File: src/rtl/trim_dac_pkg.sv
// package: register map, reset values and carrier types of the trim converter control
package trim_dac_pkg;

  // number of trim channels handled here (channels 4, 5 and 6)
  localparam int unsigned NUM_CH = 3;

  // register offsets, channel 4 first
  localparam logic [7:0] TRIM_CH4_CONTROL    = 8'h53;
  localparam logic [7:0] TRIM_CH5_CONTROL    = 8'h54;
  localparam logic [7:0] TRIM_CH6_CONTROL    = 8'h55;
  localparam logic [7:0] TRIM_CH4_CODE       = 8'h5b;
  localparam logic [7:0] TRIM_CH5_CODE       = 8'h5c;
  localparam logic [7:0] TRIM_CH6_CODE       = 8'h5d;
  localparam logic [7:0] TRIM_CH4_HIGH_LIMIT = 8'h63;
  localparam logic [7:0] TRIM_CH5_HIGH_LIMIT = 8'h64;
  localparam logic [7:0] TRIM_CH6_HIGH_LIMIT = 8'h65;
  localparam logic [7:0] TRIM_CH4_LOW_LIMIT  = 8'h6b;
  localparam logic [7:0] TRIM_CH5_LOW_LIMIT  = 8'h6c;
  localparam logic [7:0] TRIM_CH6_LOW_LIMIT  = 8'h6d;

  // offsets grouped by channel index
  localparam logic [NUM_CH-1:0][7:0] CTRL_OFS = {TRIM_CH6_CONTROL, TRIM_CH5_CONTROL, TRIM_CH4_CONTROL};
  localparam logic [NUM_CH-1:0][7:0] CODE_OFS = {TRIM_CH6_CODE, TRIM_CH5_CODE, TRIM_CH4_CODE};
  localparam logic [NUM_CH-1:0][7:0] HI_OFS   = {TRIM_CH6_HIGH_LIMIT, TRIM_CH5_HIGH_LIMIT, TRIM_CH4_HIGH_LIMIT};
  localparam logic [NUM_CH-1:0][7:0] LO_OFS   = {TRIM_CH6_LOW_LIMIT, TRIM_CH5_LOW_LIMIT, TRIM_CH4_LOW_LIMIT};

  // control register field positions
  localparam int unsigned CTRL_EN_BIT  = 2;
  localparam int unsigned CTRL_SEL_MSB = 1;

  // values after reset
  localparam logic [7:0] MIDSCALE_CODE = 8'h7f;
  localparam logic [7:0] HI_RESET      = 8'hff;
  localparam logic [7:0] LO_RESET      = 8'h00;
  localparam logic [7:0] UNMAPPED_DATA = 8'h00;

  // midscale voltage select encodings: 1.25 V, 1.0 V, 0.8 V, 0.6 V
  typedef enum logic [1:0] {
    MID_1V25,
    MID_1V00,
    MID_0V80,
    MID_0V60
  } midscale_voltage_select_t;

  // per-channel programmed state
  typedef struct packed {
    logic [7:0]               trim_code_bits;
    logic [7:0]               high_limit;
    logic [7:0]               low_limit;
    logic                     trim_output_enable;
    midscale_voltage_select_t midscale_voltage_select;
  } chan_regs_t;

  // per-channel drive toward the converter stage
  typedef struct packed {
    logic [7:0]               code;
    logic                     enable;
    midscale_voltage_select_t midscale_voltage_select;
  } trim_out_t;

  // complete state of the control block
  typedef struct packed {
    chan_regs_t [NUM_CH-1:0] regs;
    trim_out_t  [NUM_CH-1:0] outs;
    logic       [7:0]        rdata;
  } trim_state_t;

endpackage

File: src/rtl/trim_dac_code_limit_control.sv
// design: register file, code clamping and safety disable of three trim converter channels
// Summary of operation
// - each channel holds an 8-bit read/write code; 0x7F is midscale
// - code above the upper limit is replaced by the upper limit
// - code below the lower limit and not above the upper limit is replaced by the lower limit
// - lower limit above upper limit holds the channel output disabled
// - control bit 2 enables the output; bits 7 to 3 unused, read zero
// - control bits 1:0 pick midscale voltage 1.25, 1.0, 0.8 or 0.6 V
`timescale 1ns/1ps
`default_nettype none

module trim_dac_code_limit_control (
  // clock and synchronous reset
  input  wire logic                                       MCLK,
  input  wire logic                                       RST,
  // register port behind the serial management interface
  input  wire logic [7:0]                                 REG_ADDR,
  input  wire logic                                       REG_WR,
  input  wire logic [7:0]                                 REG_WDATA,
  input  wire logic                                       REG_RD,
  output logic      [7:0]                                 REG_RDATA,
  // drive toward the converter stages, index 0 is channel 4
  output trim_dac_pkg::trim_out_t [trim_dac_pkg::NUM_CH-1:0] TRIM_OUT
);

  trim_dac_pkg::trim_state_t st_ff;
  trim_dac_pkg::trim_state_t nxt_st;

  // unsigned clamp of a code between two limits; upper limit checked first
  function automatic logic [7:0] clamp_code(input logic [7:0] code,
                                            input logic [7:0] hi,
                                            input logic [7:0] lo);
    logic [7:0] res;
    res = code;
    if (code > hi) begin
      res = hi;
    end else if (code < lo) begin
      res = lo;
    end
    return res;
  endfunction

  // read data for one address; reserved control bits and unmapped addresses read zero
  function automatic logic [7:0] read_reg(input trim_dac_pkg::chan_regs_t [trim_dac_pkg::NUM_CH-1:0] r,
                                          input logic [7:0] addr);
    logic [7:0] d;
    d = trim_dac_pkg::UNMAPPED_DATA;
    for (int i = 0; i < trim_dac_pkg::NUM_CH; i++) begin
      if (addr == trim_dac_pkg::CTRL_OFS[i]) begin
        d = {5'h00, r[i].trim_output_enable, r[i].midscale_voltage_select};
      end else if (addr == trim_dac_pkg::CODE_OFS[i]) begin
        d = r[i].trim_code_bits;
      end else if (addr == trim_dac_pkg::HI_OFS[i]) begin
        d = r[i].high_limit;
      end else if (addr == trim_dac_pkg::LO_OFS[i]) begin
        d = r[i].low_limit;
      end
    end
    return d;
  endfunction

  // next state: register writes, then outputs computed from the freshly written values
  // so the applied code and disable follow a write on the same edge that stores it
  always_comb begin
    nxt_st = st_ff;
    for (int i = 0; i < trim_dac_pkg::NUM_CH; i++) begin
      if (REG_WR && REG_ADDR == trim_dac_pkg::CTRL_OFS[i]) begin
        nxt_st.regs[i].trim_output_enable      = REG_WDATA[trim_dac_pkg::CTRL_EN_BIT];
        nxt_st.regs[i].midscale_voltage_select =
          trim_dac_pkg::midscale_voltage_select_t'(REG_WDATA[trim_dac_pkg::CTRL_SEL_MSB:0]);
      end
      if (REG_WR && REG_ADDR == trim_dac_pkg::CODE_OFS[i]) begin
        nxt_st.regs[i].trim_code_bits = REG_WDATA;
      end
      if (REG_WR && REG_ADDR == trim_dac_pkg::HI_OFS[i]) begin
        nxt_st.regs[i].high_limit = REG_WDATA;
      end
      if (REG_WR && REG_ADDR == trim_dac_pkg::LO_OFS[i]) begin
        nxt_st.regs[i].low_limit = REG_WDATA;
      end
      // outputs from the updated registers
      nxt_st.outs[i].code = clamp_code(nxt_st.regs[i].trim_code_bits,
                                       nxt_st.regs[i].high_limit,
                                       nxt_st.regs[i].low_limit);
      // inverted limits force the stage off whatever the enable says
      nxt_st.outs[i].enable = nxt_st.regs[i].trim_output_enable &&
                              !(nxt_st.regs[i].low_limit > nxt_st.regs[i].high_limit);
      nxt_st.outs[i].midscale_voltage_select = nxt_st.regs[i].midscale_voltage_select;
    end
    // read data is sampled before any same-cycle write lands
    if (REG_RD) begin
      nxt_st.rdata = read_reg(st_ff.regs, REG_ADDR);
    end
  end

  // state register; reset leaves every channel off at midscale with wide-open limits
  always_ff @(posedge MCLK) begin
    if (RST) begin
      for (int i = 0; i < trim_dac_pkg::NUM_CH; i++) begin
        st_ff.regs[i].trim_code_bits          <= trim_dac_pkg::MIDSCALE_CODE;
        st_ff.regs[i].high_limit              <= trim_dac_pkg::HI_RESET;
        st_ff.regs[i].low_limit               <= trim_dac_pkg::LO_RESET;
        st_ff.regs[i].trim_output_enable      <= 1'b0;
        st_ff.regs[i].midscale_voltage_select <= trim_dac_pkg::MID_1V25;
        st_ff.outs[i].code                    <= trim_dac_pkg::MIDSCALE_CODE;
        st_ff.outs[i].enable                  <= 1'b0;
        st_ff.outs[i].midscale_voltage_select <= trim_dac_pkg::MID_1V25;
      end
      st_ff.rdata <= trim_dac_pkg::UNMAPPED_DATA;
    end else begin
      st_ff <= nxt_st;
    end
  end

  assign REG_RDATA = st_ff.rdata;
  assign TRIM_OUT  = st_ff.outs;

  // checks, one set per channel
  for (genvar g = 0; g < trim_dac_pkg::NUM_CH; g++) begin : g_chk

    property p_code_readback;
      @(posedge MCLK) disable iff (RST)
        (REG_WR && REG_ADDR == trim_dac_pkg::CODE_OFS[g]) ##1 !REG_WR ##1
        (REG_RD && !REG_WR && REG_ADDR == trim_dac_pkg::CODE_OFS[g])
        |=> (REG_RDATA == $past(REG_WDATA, 3));
    endproperty
    a_code_readback: assert property (p_code_readback)
      else $error("code register does not read back what was written");

    property p_clamp_high;
      @(posedge MCLK) disable iff (RST)
        (st_ff.regs[g].trim_code_bits > st_ff.regs[g].high_limit)
        |-> (TRIM_OUT[g].code == st_ff.regs[g].high_limit);
    endproperty
    a_clamp_high: assert property (p_clamp_high)
      else $error("code above upper limit not clamped");

    property p_clamp_low;
      @(posedge MCLK) disable iff (RST)
        (st_ff.regs[g].trim_code_bits < st_ff.regs[g].low_limit &&
         st_ff.regs[g].low_limit <= st_ff.regs[g].high_limit)
        |-> (TRIM_OUT[g].code == st_ff.regs[g].low_limit);
    endproperty
    a_clamp_low: assert property (p_clamp_low)
      else $error("code below lower limit not clamped");

    property p_inverted_limits_off;
      @(posedge MCLK) disable iff (RST)
        (REG_WR && REG_ADDR == trim_dac_pkg::LO_OFS[g] && REG_WDATA > st_ff.regs[g].high_limit)
        |=> !TRIM_OUT[g].enable;
    endproperty
    a_inverted_limits_off: assert property (p_inverted_limits_off)
      else $error("output enabled with lower limit above upper limit");

    property p_enable_follows_bit;
      @(posedge MCLK) disable iff (RST)
        (REG_WR && REG_ADDR == trim_dac_pkg::CTRL_OFS[g] &&
         st_ff.regs[g].low_limit <= st_ff.regs[g].high_limit)
        |=> (TRIM_OUT[g].enable == $past(REG_WDATA[trim_dac_pkg::CTRL_EN_BIT]));
    endproperty
    a_enable_follows_bit: assert property (p_enable_follows_bit)
      else $error("output enable does not follow control bit");

    property p_ctrl_reserved_zero;
      @(posedge MCLK) disable iff (RST)
        (REG_RD && REG_ADDR == trim_dac_pkg::CTRL_OFS[g]) |=> (REG_RDATA[7:3] == 5'h00);
    endproperty
    a_ctrl_reserved_zero: assert property (p_ctrl_reserved_zero)
      else $error("unused control bits read nonzero");

    property p_midscale_select;
      @(posedge MCLK) disable iff (RST)
        (REG_WR && REG_ADDR == trim_dac_pkg::CTRL_OFS[g])
        |=> (TRIM_OUT[g].midscale_voltage_select == $past(REG_WDATA[1:0]));
    endproperty
    a_midscale_select: assert property (p_midscale_select)
      else $error("midscale select does not follow control bits");

    property p_write_takes_effect;
      @(posedge MCLK) disable iff (RST)
        (REG_WR && REG_ADDR == trim_dac_pkg::CODE_OFS[g] &&
         REG_WDATA <= st_ff.regs[g].high_limit && REG_WDATA >= st_ff.regs[g].low_limit)
        |=> (TRIM_OUT[g].code == $past(REG_WDATA));
    endproperty
    a_write_takes_effect: assert property (p_write_takes_effect)
      else $error("in-range code not applied on the edge after its write");

    // output checks against the stored registers, independent of how they were written
    property p_enable_needs_bit;
      @(posedge MCLK) disable iff (RST)
        !st_ff.regs[g].trim_output_enable |-> !TRIM_OUT[g].enable;
    endproperty
    a_enable_needs_bit: assert property (p_enable_needs_bit)
      else $error("output enabled without its enable bit");

    property p_crossed_limits_off;
      @(posedge MCLK) disable iff (RST)
        (st_ff.regs[g].low_limit > st_ff.regs[g].high_limit) |-> !TRIM_OUT[g].enable;
    endproperty
    a_crossed_limits_off: assert property (p_crossed_limits_off)
      else $error("output enabled while limits are crossed");

    property p_enable_when_allowed;
      @(posedge MCLK) disable iff (RST)
        (st_ff.regs[g].trim_output_enable &&
         st_ff.regs[g].low_limit <= st_ff.regs[g].high_limit)
        |-> TRIM_OUT[g].enable;
    endproperty
    a_enable_when_allowed: assert property (p_enable_when_allowed)
      else $error("output held off although enable set and limits in order");

    property p_code_in_range_passes;
      @(posedge MCLK) disable iff (RST)
        (st_ff.regs[g].trim_code_bits <= st_ff.regs[g].high_limit &&
         st_ff.regs[g].trim_code_bits >= st_ff.regs[g].low_limit)
        |-> (TRIM_OUT[g].code == st_ff.regs[g].trim_code_bits);
    endproperty
    a_code_in_range_passes: assert property (p_code_in_range_passes)
      else $error("in-range code altered on its way out");

    // a code written above the upper limit lands as the limit on the next edge
    property p_clamp_high_write;
      @(posedge MCLK) disable iff (RST)
        (REG_WR && REG_ADDR == trim_dac_pkg::CODE_OFS[g] && REG_WDATA > st_ff.regs[g].high_limit)
        |=> (TRIM_OUT[g].code == $past(st_ff.regs[g].high_limit));
    endproperty
    a_clamp_high_write: assert property (p_clamp_high_write)
      else $error("written code above upper limit not clamped at once");

    // register readback, with one idle cycle between write and read
    property p_high_readback;
      @(posedge MCLK) disable iff (RST)
        (REG_WR && REG_ADDR == trim_dac_pkg::HI_OFS[g]) ##1 !REG_WR ##1
        (REG_RD && !REG_WR && REG_ADDR == trim_dac_pkg::HI_OFS[g])
        |=> (REG_RDATA == $past(REG_WDATA, 3));
    endproperty
    a_high_readback: assert property (p_high_readback)
      else $error("upper limit does not read back what was written");

    property p_low_readback;
      @(posedge MCLK) disable iff (RST)
        (REG_WR && REG_ADDR == trim_dac_pkg::LO_OFS[g]) ##1 !REG_WR ##1
        (REG_RD && !REG_WR && REG_ADDR == trim_dac_pkg::LO_OFS[g])
        |=> (REG_RDATA == $past(REG_WDATA, 3));
    endproperty
    a_low_readback: assert property (p_low_readback)
      else $error("lower limit does not read back what was written");

    property p_ctrl_readback;
      @(posedge MCLK) disable iff (RST)
        (REG_WR && REG_ADDR == trim_dac_pkg::CTRL_OFS[g]) ##1 !REG_WR ##1
        (REG_RD && !REG_WR && REG_ADDR == trim_dac_pkg::CTRL_OFS[g])
        |=> (REG_RDATA == {5'h00, $past(REG_WDATA[2:0], 3)});
    endproperty
    a_ctrl_readback: assert property (p_ctrl_readback)
      else $error("control register does not read back its low three bits");

    // without a control write the select must not drift
    property p_select_stable;
      @(posedge MCLK) disable iff (RST)
        !(REG_WR && REG_ADDR == trim_dac_pkg::CTRL_OFS[g])
        |=> $stable(TRIM_OUT[g].midscale_voltage_select);
    endproperty
    a_select_stable: assert property (p_select_stable)
      else $error("midscale select changed without a control write");

    // the applied code only moves when its code or a limit is written
    property p_code_stable;
      @(posedge MCLK) disable iff (RST)
        !(REG_WR && (REG_ADDR == trim_dac_pkg::CODE_OFS[g] ||
                     REG_ADDR == trim_dac_pkg::HI_OFS[g] ||
                     REG_ADDR == trim_dac_pkg::LO_OFS[g]))
        |=> $stable(TRIM_OUT[g].code);
    endproperty
    a_code_stable: assert property (p_code_stable)
      else $error("applied code changed without a code or limit write");

  end

  // read data stands until the next taken read, so a slow host may sample late
  property p_rdata_holds;
    @(posedge MCLK) disable iff (RST)
      !REG_RD |=> $stable(REG_RDATA);
  endproperty
  a_rdata_holds: assert property (p_rdata_holds)
    else $error("read data changed without a read");

endmodule

`default_nettype wire

File: config.mk
export PLATFORM = sky130hd
export DESIGN_NAME = trim_dac_code_limit_control
export DESIGN_NICKNAME = d
export VERILOG_FILES = /design/src/rtl/trim_dac_pkg.sv /design/src/rtl/trim_dac_code_limit_control.sv
export SDC_FILE = /design/constraint.sdc
export NUM_CORES = 1
export LEC_CHECK = 0
export ABC_CLOCK_PERIOD_IN_PS = 9500
export BUFFER_PORTS_ARGS = -buffer_cell sky130_fd_sc_hd__buf_2
export CORE_MARGIN = 2
export CORE_UTILIZATION = 40
export CTS_CLUSTER_DIAMETER = 60
export DETAILED_ROUTE_END_ITERATION = 10
export GPL_TIMING_DRIVEN = 0
export SLEW_MARGIN = 20
export SYNTH_ARGS = -nofsm -noshare
export SYNTH_HDL_FRONTEND = slang
export SYNTH_SLANG_ARGS = --single-unit
File: constraint.sdc
create_clock -name MCLK -period 9.5 [get_ports MCLK]
set_clock_uncertainty 0.15 [all_clocks]
set_input_delay 0.475 -clock MCLK [delete_from_list [all_inputs] [get_ports MCLK]]
set_output_delay 0.475 -clock MCLK [all_outputs]
set_load 0.01 [all_outputs]
# Word level (Yosys, flattened, before mapping)

Cells that the tools add are included.

Output and inout bits: 41
Flip-flop bits (word level): 116
Bits of input ports: 20
Logic and storage cells: 91

Order comparisons: 9
Multiplexer cells: 30
Reductions and logical operators: 18
Eq/ne operators: 12

Operator list:

| operator                                                         | count |
|---|---|
| 8-bit two-way mux                                                | 27 |
| 8-bit by 7-bit == test with 1-bit output (second input constant) | 12 |
| 8-bit > comparator                                               | 6 |
| 8-bit < comparator                                               | 3 |
| 1-bit logical AND                                                | 15 |
| 3-bit two-way mux                                                | 3 |
| 1-bit logical NOT                                                | 3 |

# Logic depth before layout (Yosys ltp)

Depth after elaboration: 13
Mapped depth: 17
Gate-level depth less buffers: 15

# Least setup slack after synthesis

No wires, ideal clock.

Path type: input to register
From: input port REG_ADDR[7]
To: register st_ff, in the netlist TRIM_OUT[25]
Slack: 5.432 ns
Required time: 9.230 ns
Arrival time: 3.799 ns
Cell stages on the path: 16
Path through: and4bb_2 -> buf_2 -> nand2_1 -> nor2_1 -> nand2_1 -> mux2i_1 -> inv_1 -> ha_1 -> a21o_1 -> a21o_1 -> a21o_1 -> or3_1 -> o21a_1 -> buf_2 -> mux2i_1 -> a211o_1

RTL lines:

| what                 | RTL line                           | source |
|---|---|---|
| start, declared      | trim_dac_code_limit_control.sv:17  | `input wire logic [7:0] REG_ADDR,` |
| end signal, assigned | trim_dac_code_limit_control.sv:111 | `st_ff <= nxt_st;` |
| end, declared        | trim_dac_code_limit_control.sv:26  | `trim_dac_pkg::trim_state_t st_ff;` |

==> metrics.csv <==
stage,metric,value,unit
status,outcome,"complete, no violations",
floorplanning,core-area,0.01784,mm²
grt,grt.met1_usage,29.12,%
grt,number_of_antenna_violations_at_the_first_check_in_global_routing,0,
grt,grt_pass1_wl,31.57,mm
grt,grt-busiest-layer,met2,
synth,synth-async-reset-ratio,0,%
grt,maximum_number_of_pins_on_one_net_before_global_route_repair,17,
routing,detail_route.drc_violations,0,
placement,hpwlAfterDp,14.99,mm
critical_path,worst-setup-path-type,in -> reg,
routing,vias,6027,
synth,ys_types,67,
clock_network,cts-root-to-sink-buffers,2,
clock_network,hold_buffers,0,
synth,top_post_synthesis_cells_by_area,"sky130_fd_sc_hd__dfxtp_1, sky130_fd_sc_hd__mux2i_1, sky130_fd_sc_hd__ha_1",
floorplanning,starting_density_of_the_core,40.41,%
critical_path,cp_data_required_time,9.65,ns
floorplanning,die_height,138.3,µm
timing,final.setup.tns,0,ns
floorplanning,placement_rows,49,
routing,drtAntennaViolNets,0,
min_path,min_path_type,in -> reg,
timing,report.final.setup_viol,0,
critical_path,start_kind,input port,
grt,gr-usage-met3,3.568,%
synth,ys_seq_area_share,32.21,%
power,vdd_ir_drop_max,0.1302,mV
routing,vias_per_cell,5.353,
timing,finalWorstPathRequiredPeriod,4.771,ns
clock_network,clkTransAtPathRegs,0.05,ns
final_layout,area_growth,15.91,%
synth,netlist_instances,813,
timing,min_setup_slack_post_route,4.729,ns
clock_network,root_buffer,sky130_fd_sc_hd__clkbuf_16,
final_layout,antennaDiodeCount,0,
synth,synth.avg_cell_area,8.868,µm²
clock_network,cts_setup_buffers,0,
final_layout,layout.cells.most_common,sky130_fd_sc_hd__dfxtp_1,
run,max-cap-violations,0,
final_layout,n_fill_cell,1758,
min_path,hold_path.startpoint,RST,
grt,grt_use_met2,32.96,%
synth,synth_enable_flop_cells,0,
clock_network,cts.repair.resized,0,
clock_network,clock_tree.htree_level_count,4,
synth,synth_flop_cell,sky130_fd_sc_hd__dfxtp_1,
floorplanning,die_width,138.3,µm
power,p_per_area,143.3,mW/mm²
timing,max_clock_freq,0.2096,GHz
synth,synth_warnings,0,
placement,dp_slack,4.428,ns
routing,first_pass_drt_iterations,5,
final_layout,layout.cells.most_common_list,"sky130_fd_sc_hd__dfxtp_1, sky130_fd_sc_hd__mux2i_1, sky130_fd_sc_hd__nand2_1",
floorplanning,die-area,0.01911,mm²
timing,period_share,50.22,%
grt,residual_overflow_from_global_routing,0,
final_layout,design.final.nets,971,
timing,worstMarginPinSlew,1.009,ns
final_layout,drive_gt1_share,18.62,%
timing,report.final.hold_viol_count,0,
grt,grtUsageTotal,21.03,%
synth,postSynthNetCount,897,
critical_path,worst_setup_path_startpoint,REG_ADDR[3],
routing,routed_wl,19.80,mm
clock_network,cts_sinks,116,
clock_network,cts_tree,built,
placement,place_congestion,0.8724,
routing,detail_route.wl_per_cell,17.58,µm
synth,synth.ff_latch_count,116,
placement,io_buffer_count,55,
synth,synth_top_area_cell,sky130_fd_sc_hd__dfxtp_1,
clock_network,numCtsBuffers,17,
clock_network,clk_latency,0.42,ns
grt,first_global_vias,5751,
routing,drt_iter0_markers,424,
power,total_leakage_power,3.676,nW
floorplanning,ioPinCount,61,
timing,rsz0062_at_grt,no,
timing,maxSlewViolCount,0,
timing,slew_headroom,32.25,%
synth,synth_largest_type_area_fraction,32.21,%
critical_path,cp.arrival,4.92,ns
synth,mappedNetlistArea,0.007209,mm²
critical_path,worstPathMaxFanout,10,
critical_path,regToRegStartpoint,st_ff[119]$_SDFF_PP1_,
critical_path,worstSetupEndpointType,register,
[Yosys cell counts (3+ instances only)]
library cell                  n
sky130_fd_sc_hd__a21oi_1     39
sky130_fd_sc_hd__a211o_1      5
sky130_fd_sc_hd__buf_2        6
sky130_fd_sc_hd__a22oi_1      4
sky130_fd_sc_hd__nor3_1       8
sky130_fd_sc_hd__ha_1        64
sky130_fd_sc_hd__nand2b_1     7
sky130_fd_sc_hd__a2bb2oi_1    7
sky130_fd_sc_hd__a31oi_1      3
sky130_fd_sc_hd__nand2_1     84
sky130_fd_sc_hd__o211ai_1    18
sky130_fd_sc_hd__buf_4       43
sky130_fd_sc_hd__inv_1       52
sky130_fd_sc_hd__nand4_1     11
sky130_fd_sc_hd__xnor2_1      3
sky130_fd_sc_hd__dfxtp_1    116
sky130_fd_sc_hd__a21o_1      17
sky130_fd_sc_hd__a221oi_1     8
sky130_fd_sc_hd__o21ai_4      3
sky130_fd_sc_hd__a22o_1       5
sky130_fd_sc_hd__o21ai_0     21
sky130_fd_sc_hd__nor3_2       4
sky130_fd_sc_hd__mux2i_1     86
sky130_fd_sc_hd__nand3_1     24
sky130_fd_sc_hd__nand3b_1     3
sky130_fd_sc_hd__clkbuf_1    29
sky130_fd_sc_hd__o21a_1      12
sky130_fd_sc_hd__mux2_4       3
sky130_fd_sc_hd__mux2_2       9
sky130_fd_sc_hd__and2_1       5
sky130_fd_sc_hd__a21boi_0     3
sky130_fd_sc_hd__a221o_1      6
sky130_fd_sc_hd__nor2b_1      5
sky130_fd_sc_hd__buf_6        4
sky130_fd_sc_hd__nor2_1      52
[kinds of logic (layout without fill, tap and decap cells)]
group | after synthesis | in the layout | share of synthesized area (%)
buffers and inverters | 136 | 220 | 9.840
XOR/XNOR | 3 | 3 | 0.3645
flip-flops | 116 | 116 | 32.21
AND/OR/NAND/NOR | 228 | 228 | 15.93
adder cells (fa/ha/maj) | 64 | 64 | 11.11
AO/OA/AOI/OAI | 167 | 167 | 16.38
multiplexers | 99 | 99 | 14.16
[critical path, stage by stage]
cell and delay [ns]:
sky130_fd_sc_hd__buf_2 0.15, sky130_fd_sc_hd__clkbuf_1 0.49, sky130_fd_sc_hd__nand2_1 0.16, sky130_fd_sc_hd__nor2_1 0.61
sky130_fd_sc_hd__nand2_1 0.45, sky130_fd_sc_hd__mux2i_1 0.45, sky130_fd_sc_hd__inv_1 0.12, sky130_fd_sc_hd__ha_1 0.32
sky130_fd_sc_hd__a21o_1 0.18, sky130_fd_sc_hd__a21o_1 0.17, sky130_fd_sc_hd__a21o_1 0.19, sky130_fd_sc_hd__or3_1 0.32
sky130_fd_sc_hd__o21a_1 0.17, sky130_fd_sc_hd__buf_2 0.18, sky130_fd_sc_hd__mux2i_1 0.14, sky130_fd_sc_hd__a211o_1 0.32
[path summary, 6_finish.rpt]
kind,endpoint,slack (ns),depth (start not counted)
max reg2reg,TRIM_OUT[25]$_SDFF_PP1_,6.47,11
min,st_ff[43]$_SDFF_PP0_,0.28,2
max,TRIM_OUT[25]$_SDFF_PP1_,4.73,16
min reg2reg,REG_RDATA[4]$_SDFFE_PP0P_,0.32,2
[metal layers]
layer	share of wire (%)	wire, µm	up-vias
met5	0	0	-
met4	2.2	442	0
met3	4.5	893	30
met2	45	8819	140
met1	49	9643	2856
li1	-	-	3001
[state kept, by name, summed over array words and instances, names as in the netlist]
signal / count
REG_RDATA: 8
TRIM_OUT: 33
st_ff: 75
[per-stage QoR]
step	hold slack, ns	cell area [µm²]	power, mW	std cells	utilization, %
after global placement	0.3092	7771	0.5622	1097	43.56
final	0.2753	8357	1.197	1126	46.84
after floorplan	0.2914	7209	0.5377	813	-
after detailed placement	0.3109	7771	0.5623	1097	43.56
after global routing	0.2666	8357	1.231	1126	46.84
after CTS	0.2661	8357	1.203	1126	46.84
[area by class of cell]
cell class / instances / area, µm² / area share [%]
tap: 229 / 286.5 / 3.429
inverter: 52 / 195.2 / 2.336
multi-input combinational: 561 / 4178 / 49.99
timing repair buffer: 55 / 275.3 / 3.294
clock inverter: 4 / 70.07 / 0.8384
clock buffer: 25 / 515.5 / 6.169
buffer: 84 / 514.2 / 6.154
sequential: 116 / 2322 / 27.79
[power breakdown]
part	switching, mW	total, mW	internal (mW)
Sequential	0.000774	0.490	0.489
Clock	0.222	0.644	0.422
Combinational	0.0428	0.0634	0.0206
Total	0.266	1.20	0.932
No activity file was read; power rests on OpenSTA's default activity.
